$ cat config.mk
export PLATFORM = sky130hd
export DESIGN_NAME = limit_test_binning_sequencer
export DESIGN_NICKNAME = d
export VERILOG_FILES = /design/src/pkg/limit_seq_pkg.sv /design/src/hdl/limit_test_binning_sequencer.sv
export SDC_FILE = /design/constraint.sdc
export NUM_CORES = 2
export LEC_CHECK = 0
export BUFFER_PORTS_ARGS = -buffer_cell sky130_fd_sc_hd__buf_4
export CORE_AREA = 2 2 267 269
export CTS_CLUSTER_DIAMETER = 100
export CTS_CLUSTER_SIZE = 28
export DETAILED_ROUTE_END_ITERATION = 8
export DIE_AREA = 0 0 269 271
export PLACE_DENSITY = 0.87
export SLEW_MARGIN = 40
export SYNTH_ARGS = -nofsm -noshare
export SYNTH_HDL_FRONTEND = slang
export SYNTH_SLANG_ARGS = --single-unit
$ cat constraint.sdc
create_clock -name CLOCK_I -period 9 [get_ports CLOCK_I]
set_input_delay 0.45 -clock CLOCK_I [delete_from_list [all_inputs] [get_ports CLOCK_I]]
set_output_delay 0.45 -clock CLOCK_I [all_outputs]
set_load 0.01 [all_outputs]
$ cat src/pkg/limit_seq_pkg.sv
// constants, types and state record of the limit test sequencer
`default_nettype none
package limit_seq_pkg;
   localparam int NUM_TESTS = 11;
   localparam int NUM_WIN = 10;
   localparam int VAL_W = 32;
   localparam int PAT_W = 4;
   localparam int CNT_W = 8;
   localparam int ADDR_W = 8;
   // register byte offsets
   localparam logic [7:0] OFS_CTRL = 8'h00;
   localparam logic [7:0] OFS_ENABLE = 8'h04;
   localparam logic [7:0] OFS_CYCLES = 8'h08;
   localparam logic [7:0] OFS_DEVICES = 8'h0c;
   localparam logic [7:0] OFS_CMD = 8'h10;
   localparam logic [7:0] OFS_COMPL = 8'h14;
   localparam logic [7:0] OFS_PASSPAT = 8'h18;
   localparam logic [7:0] OFS_STATUS = 8'h1c;
   localparam logic [7:0] OFS_FLAGS = 8'h20;
   localparam logic [1:0] PG_HI = 2'h1;
   localparam logic [1:0] PG_LO = 2'h2;
   localparam logic [1:0] PG_FPAT = 2'h3;
   // control fields
   localparam int CTRL_GRADE = 0;
   localparam int CTRL_ENDBIN = 1;
   localparam int CTRL_HANDLER = 2;
   localparam int CMD_RUN = 0;
   // reset values
   localparam logic [NUM_TESTS-1:0] ENABLE_RST = 11'h000;
   localparam logic [CNT_W-1:0] CNT_RST = 8'h01;
   typedef enum logic [2:0] {
      ST_IDLE, ST_ARMED, ST_SRC, ST_WAIT, ST_EVAL, ST_CYC_END
   } seq_e;
   typedef struct packed {
      logic grade;
      logic endbin;
      logic handler;
      logic [NUM_TESTS-1:0] en;
      logic [CNT_W-1:0] cycles;
      logic [CNT_W-1:0] devices;
      logic [VAL_W-1:0] compl;
      logic [PAT_W-1:0] pass_pat;
      logic [NUM_WIN-1:0][VAL_W-1:0] hi;
      logic [NUM_WIN-1:0][VAL_W-1:0] lo;
      logic [NUM_TESTS-1:0][PAT_W-1:0] fpat;
   } cfg_s;
   typedef struct packed {
      cfg_s cfg;
      seq_e st;
      logic [3:0] idx;
      logic [CNT_W-1:0] cyc;
      logic [CNT_W-1:0] dev;
      logic [VAL_W-1:0] meas;
      logic ff_vld;
      logic [PAT_W-1:0] ff_pat;
      logic [NUM_TESTS-1:0] flags;
      logic pass_ind;
      logic fail_ind;
      logic [PAT_W-1:0] bin_pat;
      logic bin_stb;
      logic meas_start;
      logic tag_vld;
      logic tag_fail;
      logic [31:0] rdata;
   } state_s;
endpackage : limit_seq_pkg
`default_nettype wire

$ cat src/hdl/limit_test_binning_sequencer.sv
// limit test sequencer with grading/sorting binning and apb registers
`timescale 1ns/10ps
`default_nettype none
module limit_test_binning_sequencer (
   input wire logic CLOCK_I, // 20 MHz system clock
   input wire logic SRST_I, // synchronous reset, high
   input wire logic PSEL_I, // apb select
   input wire logic PENABLE_I, // apb access phase
   input wire logic PWRITE_I, // apb direction
   input wire logic [limit_seq_pkg::ADDR_W-1:0] PADDR_I, // apb byte address
   input wire logic [31:0] PWDATA_I, // apb write data
   output logic [31:0] PRDATA_O, // apb read data
   output logic PREADY_O, // apb ready
   output logic PSLVERR_O, // apb error, unmapped
   output logic MEAS_START_O, // pulse: start source-measure action
   input wire logic MEAS_DONE_I, // pulse: conversion complete
   input wire logic [limit_seq_pkg::VAL_W-1:0] MEAS_VALUE_I, // converted value
   input wire logic START_OF_TEST_STROBE_I, // handler start pulse
   output logic [limit_seq_pkg::PAT_W-1:0] BIN_PATTERN_O, // handler pattern
   output logic BIN_STROBE_O, // pulse: pattern is new
   output logic PASS_O, // pass indication
   output logic FAIL_O, // fail indication
   output logic TAG_VALID_O, // pulse: reading finished
   output logic TAG_FAIL_O, // tag of that reading
   output logic BUSY_O // testing in progress
);
   import limit_seq_pkg::*;

   state_s s_q;
   state_s s_d;
   logic acc_w;
   logic wr_w;
   logic run_w;
   logic map_w;
   logic [3:0] slot_w;
   logic [3:0] widx_w;
   logic in_win_w;
   logic compl_w;

   // apb decode; the slave never inserts wait states
   assign acc_w = PSEL_I & PENABLE_I;
   assign wr_w = acc_w & PWRITE_I;
   assign slot_w = PADDR_I[5:2];
   assign run_w = wr_w && PADDR_I == OFS_CMD && PWDATA_I[CMD_RUN];
   assign PREADY_O = 1'b1;
   assign PSLVERR_O = acc_w & ~map_w;
   assign PRDATA_O = s_q.rdata;

   always_comb begin
      map_w = 1'b0;
      if (PADDR_I[1:0] == 2'h0) begin
         unique case (PADDR_I[7:6])
            2'h0: map_w = PADDR_I[5:0] <= OFS_FLAGS[5:0];
            PG_FPAT: map_w = slot_w < 4'(NUM_TESTS);
            default: map_w = slot_w < 4'(NUM_WIN);
         endcase
      end
   end

   // window and compliance compare on the held measurement
   assign widx_w = s_q.idx - 4'h1;
   assign in_win_w = s_q.meas <= s_q.cfg.hi[widx_w] &&
      s_q.meas >= s_q.cfg.lo[widx_w];
   // at or above is in compliance
   assign compl_w = s_q.meas >= s_q.cfg.compl;

   always_comb begin
      logic go;
      logic rd_done;
      logic rd_fail;
      logic [PAT_W-1:0] rd_pat;
      logic do_bin;
      logic [PAT_W-1:0] bpat;
      s_d = s_q;
      go = 1'b0;
      rd_done = 1'b0;
      rd_fail = 1'b0;
      rd_pat = s_q.cfg.pass_pat;
      do_bin = 1'b0;
      bpat = s_q.cfg.pass_pat;
      s_d.bin_stb = 1'b0;
      s_d.meas_start = 1'b0;
      s_d.tag_vld = 1'b0;

      // register writes
      if (wr_w) begin
         unique case (PADDR_I[7:6])
            2'h0: begin
               unique case (PADDR_I)
                  OFS_CTRL: begin
                     s_d.cfg.grade = PWDATA_I[CTRL_GRADE];
                     s_d.cfg.endbin = PWDATA_I[CTRL_ENDBIN];
                     s_d.cfg.handler = PWDATA_I[CTRL_HANDLER];
                  end
                  OFS_ENABLE: s_d.cfg.en = PWDATA_I[NUM_TESTS-1:0];
                  OFS_CYCLES: s_d.cfg.cycles = PWDATA_I[CNT_W-1:0];
                  OFS_DEVICES: s_d.cfg.devices = PWDATA_I[CNT_W-1:0];
                  OFS_COMPL: s_d.cfg.compl = PWDATA_I[VAL_W-1:0];
                  OFS_PASSPAT: s_d.cfg.pass_pat = PWDATA_I[PAT_W-1:0];
                  default: ;
               endcase
            end
            PG_HI: if (slot_w < 4'(NUM_WIN)) begin
               s_d.cfg.hi[slot_w] = PWDATA_I[VAL_W-1:0];
            end
            PG_LO: if (slot_w < 4'(NUM_WIN)) begin
               s_d.cfg.lo[slot_w] = PWDATA_I[VAL_W-1:0];
            end
            PG_FPAT: if (slot_w < 4'(NUM_TESTS)) begin
               s_d.cfg.fpat[slot_w] = PWDATA_I[PAT_W-1:0];
            end
         endcase
      end

      // read data captured in the setup cycle
      if (PSEL_I && !PENABLE_I) begin
         s_d.rdata = 32'h0;
         unique case (PADDR_I[7:6])
            2'h0: begin
               unique case (PADDR_I)
                  OFS_CTRL: s_d.rdata[2:0] = {s_q.cfg.handler,
                     s_q.cfg.endbin, s_q.cfg.grade};
                  OFS_ENABLE: s_d.rdata[NUM_TESTS-1:0] = s_q.cfg.en;
                  OFS_CYCLES: s_d.rdata[CNT_W-1:0] = s_q.cfg.cycles;
                  OFS_DEVICES: s_d.rdata[CNT_W-1:0] = s_q.cfg.devices;
                  OFS_COMPL: s_d.rdata[VAL_W-1:0] = s_q.cfg.compl;
                  OFS_PASSPAT: s_d.rdata[PAT_W-1:0] = s_q.cfg.pass_pat;
                  OFS_STATUS: s_d.rdata[7:0] = {s_q.st, 1'b0, s_q.ff_vld,
                     s_q.fail_ind, s_q.pass_ind, BUSY_O};
                  // one fail bit per test number
                  OFS_FLAGS: s_d.rdata[NUM_TESTS-1:0] = s_q.flags;
                  default: ;
               endcase
            end
            PG_HI: if (slot_w < 4'(NUM_WIN)) begin
               s_d.rdata[VAL_W-1:0] = s_q.cfg.hi[slot_w];
            end
            PG_LO: if (slot_w < 4'(NUM_WIN)) begin
               s_d.rdata[VAL_W-1:0] = s_q.cfg.lo[slot_w];
            end
            PG_FPAT: if (slot_w < 4'(NUM_TESTS)) begin
               s_d.rdata[PAT_W-1:0] = s_q.cfg.fpat[slot_w];
            end
         endcase
      end

      // sequencer
      unique case (s_q.st)
         ST_IDLE: if (run_w) begin
            s_d.dev = '0;
            // handler present: arm and wait for strobe
            if (s_q.cfg.handler) s_d.st = ST_ARMED;
            else go = 1'b1;
         end
         ST_ARMED: if (START_OF_TEST_STROBE_I || !s_q.cfg.handler) begin
            go = 1'b1;
         end
         ST_SRC: begin
            s_d.meas_start = 1'b1;
            s_d.st = ST_WAIT;
         end
         ST_WAIT: if (MEAS_DONE_I) begin
            s_d.meas = MEAS_VALUE_I;
            s_d.idx = 4'h0;
            s_d.st = ST_EVAL;
         end
         ST_EVAL: begin
            // step upward one test per clock
            s_d.idx = s_q.idx + 4'h1;
            if (!s_q.cfg.en[s_q.idx]) begin
            end else if (s_q.idx == 4'h0) begin
               if (compl_w) begin
                  s_d.flags[0] = 1'b1;
                  rd_done = 1'b1;
                  rd_fail = 1'b1;
                  rd_pat = s_q.cfg.fpat[0];
               end
            end else if (s_q.cfg.grade) begin
               if (!in_win_w) begin
                  s_d.flags[s_q.idx] = 1'b1;
                  rd_done = 1'b1;
                  rd_fail = 1'b1;
                  rd_pat = s_q.cfg.fpat[s_q.idx];
               end
            end else begin
               if (in_win_w) begin
                  rd_done = 1'b1;
               end else begin
                  s_d.flags[s_q.idx] = 1'b1;
                  if (!s_q.ff_vld) begin
                     s_d.ff_vld = 1'b1;
                     s_d.ff_pat = s_q.cfg.fpat[s_q.idx];
                  end
               end
            end
            // last of the eleven tests reached
            if (!rd_done && s_q.idx == 4'(NUM_TESTS - 1)) begin
               rd_done = 1'b1;
               if (!s_q.cfg.grade && s_d.ff_vld) begin
                  rd_fail = 1'b1;
                  rd_pat = s_d.ff_pat;
               end
            end
         end
         ST_CYC_END: begin
            if (s_q.cyc + 8'h1 < s_q.cfg.cycles) begin
               s_d.cyc = s_q.cyc + 8'h1;
               s_d.st = ST_SRC;
            end else begin
               // earliest failure of the sweep decides
               do_bin = 1'b1;
               bpat = s_q.ff_vld ? s_q.ff_pat : s_q.cfg.pass_pat;
            end
         end
      endcase

      if (rd_done) begin
         s_d.tag_vld = 1'b1;
         s_d.tag_fail = rd_fail;
         if (rd_fail) begin
            s_d.fail_ind = 1'b1;
            if (!s_q.ff_vld && s_q.cfg.grade) begin
               s_d.ff_vld = 1'b1;
               s_d.ff_pat = rd_pat;
            end
         end
         // binning control applies to grading only
         if (s_q.cfg.grade && s_q.cfg.endbin) begin
            s_d.st = ST_CYC_END;
         end else begin
            do_bin = 1'b1;
            bpat = rd_pat;
         end
      end

      if (do_bin) begin
         s_d.bin_stb = 1'b1;
         s_d.bin_pat = bpat;
         s_d.pass_ind = ~s_d.fail_ind;
         if (s_q.dev + 8'h1 < s_q.cfg.devices) begin
            s_d.dev = s_q.dev + 8'h1;
            // via armed: one clock lets this device's pass/fail and flags show
            s_d.st = ST_ARMED;
         end else begin
            s_d.st = ST_IDLE;
         end
      end

      // fresh device: results of earlier devices dropped
      if (go) begin
         s_d.flags = '0;
         s_d.ff_vld = 1'b0;
         s_d.pass_ind = 1'b0;
         s_d.fail_ind = 1'b0;
         s_d.cyc = '0;
         s_d.st = ST_SRC;
      end

      if (run_w && s_q.st != ST_IDLE) begin
         s_d.st = ST_IDLE;
      end
   end

   // single state register; config keeps its values across aborts
   always_ff @(posedge CLOCK_I) begin
      if (SRST_I) begin
         s_q <= '0;
         s_q.st <= ST_IDLE;
         s_q.cfg.en <= ENABLE_RST;
         s_q.cfg.cycles <= CNT_RST;
         s_q.cfg.devices <= CNT_RST;
      end else begin
         s_q <= s_d;
      end
   end

   // outputs straight from flip-flops, except BUSY_O decoded from the state
   assign MEAS_START_O = s_q.meas_start;
   assign BIN_PATTERN_O = s_q.bin_pat;
   assign BIN_STROBE_O = s_q.bin_stb;
   assign PASS_O = s_q.pass_ind;
   assign FAIL_O = s_q.fail_ind;
   assign TAG_VALID_O = s_q.tag_vld;
   assign TAG_FAIL_O = s_q.tag_fail;
   assign BUSY_O = s_q.st != ST_IDLE && s_q.st != ST_ARMED;
endmodule : limit_test_binning_sequencer
`default_nettype wire

==> impl_results.md <==
* Area of the multi-input gates at 25,770 um2
* Ranking of synthesized cells by area: dfxtp_1 (38%), mux4_2 (14%), nand2_1 (13%)
* Leakage Power at 0.01555 uW
* Final ANT Viol Nets at 0
* Floorplan core area at around 70,000 um2
* Post-synthesis sequential area ratio at 38.31%
* Initial Utilization at 64.63%
* Worst path required time at 9.58 ns
* Seq pwr share at between 60% and 70%
* Slew HR at 39.74%
* Storage cell area at 17,280 um2
* Final nets at 5,228
* Die area at 72,900 um2
* Clock power share at 32.9%
* Crit path max-delay family: compound AO/OA/AOI/OAI gates
* Combinational Power Share at under 10%
* Cts bufs inserted at 37
* Via count at between 40k and 50k
* Async SR Flop Fraction at 0%
* H-tree level count at 2
* Max FO, Critical Path at ~90
* Highest Clock Rate at 0.1499 GHz
* Final Skew at 0.02764 ns
* Setup repair bufs after CTS at 0
* Layout area overhead at 4.894%
* Setup TNS Final at 0 ns
* Top_reg_cell synth: dfxtp_1
* Via density at approximately 7.2
* Post-DP HPWL at ~94,000 um
* Max Slew Vio Count at 0
* Clock Sinks at 863
* FILL cells at 5,403
* Chip Width at ~270 um
* Fraction of layout cells with a size suffix above 1 at roughly an eighth
* Final Hold Fails at 0
* CTS root buffer: clkbuf_16
* RSZ-0062 raised after global routing: no
* CTS tree: yes
* Violated checks: DRC
* First-pass GRT wire length at 234,800 um
* Post-synth top area share at a little under two fifths
* RD Place Congestion at 0.9645
* Power per cell area at 133.4 nW/um2
* Final setup violation count at 0
* DRC viols at 33
* CP Launch Type: flop
* Vias in the first global route at a little over 40k
* Die H at 271 um
* Least-Margin Pin Slew at 0.9039 ns
* Critical path class: reg -> reg
* # IOs at 124
* Skew-Pair Late Insertion Delay at 0.65 ns
* Initial antenna violation count at 5
* CP cell instances: buf_4, buf_12, mux4_2, mux2i_1, o22a_1, ha_1, a21oi_1, o21ai_0, a221oi_1, o211ai_1, or2_1, nand2_1, ha_1, nand2_1, nand3_2, nand2_1, nand2_1, o31a_1, or3_1, a21oi_1
* Buffer and inverter count on the worst path at 2
* Commonest non-fill, non-tap cell in the layout: nand2_1
* Drt total wl at about 160,000 um
* FP Rows at 97
* Setup crit end kind: flop
* Final period utilization at about 74%
* Hold_buf cts at 0
* Sw frac at 25.15%
* Yosys Warn Count at 0
* Power, Total at 6310 uW
* Initial DRC Count at 7,513
* Max_cap viols at 0
* Global Route Usage Sum at around two fifths
* First-pass iteration count of the detailed router at 9
* Synth Register Bits at around 860
* Bufs on Longest Clock Path at 3
* Gr ovfl total at 0
* Average size of a mapped cell at 8.529 um2
* Outcome: finished with violations
* Min-delay worst type: in -> reg
* DR WL/cell at 26.27 um
* Clock-pin slew on the worst setup and hold paths at 0.11 ns
* Net load switching power at 1587 uW
* EDFF count, synth at 0
* Commonest non-fill, non-tap cells in the layout: nand2_1 (1,558), dfxtp_1 (860), a21oi_1 (845), mux4_2 (274), mux2i_1 (222)
* CP dominant cell by count: nand2_1
* Yosys cell types at a little under 80
* Post-Synthesis Net Count at 5,489
* P_int at 4723 uW
* Arr. time, crit path at 7.25 ns
* Largest net degree at the start of global routing at roughly 200
* Post-Syn Area at 45,100 um2
* Peak supply drop at 0.1490 mV
* Slowest-stage cell, CP: a221oi_1
* Cells after Synth at 5,288
* Yosys top cell by area: dfxtp_1
* Tmin final at around 6.7 ns
* PortBufs at between 100 and 150
* Post-CTS resize count at 0
* Largest stage delay on the critical path at 0.74 ns
[flip-flops by register name, summed over array words and instances, names as in the netlist, named ones only]
register and flops:
PASS_O 1, MEAS_START_O 1, s_q 821, BIN_PATTERN_O 4, BIN_STROBE_O 1, PRDATA_O 32, TAG_FAIL_O 1, TAG_VALID_O 1
[path summary, 6_finish.rpt]
| check | slack (ns) | depth (start not counted) | from | to |
|---|---|---|---|---|
| max | 2.33 | 20 | s_q[106] | s_q[90] |
| min | 0.05 | 3 | MEAS_VALUE_I[15] | s_q[73] |
| max reg2reg | 2.33 | 20 | s_q[106] | s_q[90] |
| min reg2reg | 0.47 | 2 | s_q[807] | s_q[807] |
[per-layer routing]
metal / routed length [um] / global-route usage (%) / part of all wire, % / up-vias
met1: 51910 / 51.70 / 33 / 19970
met5: 9 / 0 / 0.0057 / -
met3: 24950 / 13.56 / 16 / 1086
li1: - / - / - / 17930
met4: 14060 / 30.77 / 9.0 / 2
met2: 66010 / 61.28 / 42 / 3862
[cell usage after synthesis (all sizes together), types with 60 or more instances]
library cell / count
o21ai: 91
o22a: 62
ha: 122
clkbuf: 370
nor2: 176
a21oi: 848
nand2: 1560
mux2i: 222
mux4: 274
inv: 60
nand3: 95
buf: 140
dfxtp: 863
[area by class of cell]
| cell class | count | area share (%) |
|---|---|---|
| inverters | 60 | 0.4761 |
| multi-input cells | 3855 | 54.48 |
| clock inverters | 5 | 0.1111 |
| diodes | 3 | 0.01587 |
| clock buffers | 39 | 2.063 |
| flip-flops and latches | 863 | 36.53 |
| well taps | 940 | 2.486 |
| repair buffers | 210 | 3.835 |
[power by group through the flow]
stage	sequential [uW]	clock [uW]	combinational, uW
after floorplan	3910	0	247
after global placement	3920	0	371
after detailed placement	3920	0	376
after CTS	3830	2040	377
after global routing	3830	2170	410
final	3830	2080	403
[per-stage QoR]
step / setup WS (ns) / cells / utilization (%) / hold slack, ns / cell area, um2
floorplan: 3.455 / 5288 / - / 0.4357 / 45100
global placement: 2.314 / 5917 / 65.90 / 0.4421 / 45990
detailed placement: 2.615 / 5924 / 66.15 / 0.4463 / 46160
CTS: 2.588 / 5968 / 67.62 / 0.06610 / 47190
global route: 2.052 / 5975 / 67.79 / 0.05900 / 47310
finish: 2.329 / 5975 / 67.79 / 0.05300 / 47310
[cell families after synthesis]
logic type / count (synthesis) / synth area share, %
mux: 504 / 18.81
flops: 863 / 38.31
fa+ha+maj: 122 / 3.384
xor+xnor: 18 / 0.3496
buf+inv: 570 / 5.329
other cells: 1 / 0.008314
simple gates: 1960 / 17.39
compound gates: 1250 / 16.43
[worst reg2reg max path, stage by stage (launching register included)]
cell and delay (ns):
dfxtp_4 0.66, buf_4 0.51, buf_12 0.57, mux4_2 0.74, mux2i_1 0.18, o22a_1 0.17, ha_1 0.23, a21oi_1 0.12
o21ai_0 0.18, a221oi_1 0.74, o211ai_1 0.24, or2_1 0.40, nand2_1 0.18, ha_1 0.25, nand2_1 0.07, nand3_2 0.12
nand2_1 0.10, nand2_1 0.13, o31a_1 0.50, or3_1 0.37, a21oi_1 0.14
No activity file was read; power rests on OpenSTA's default activity.
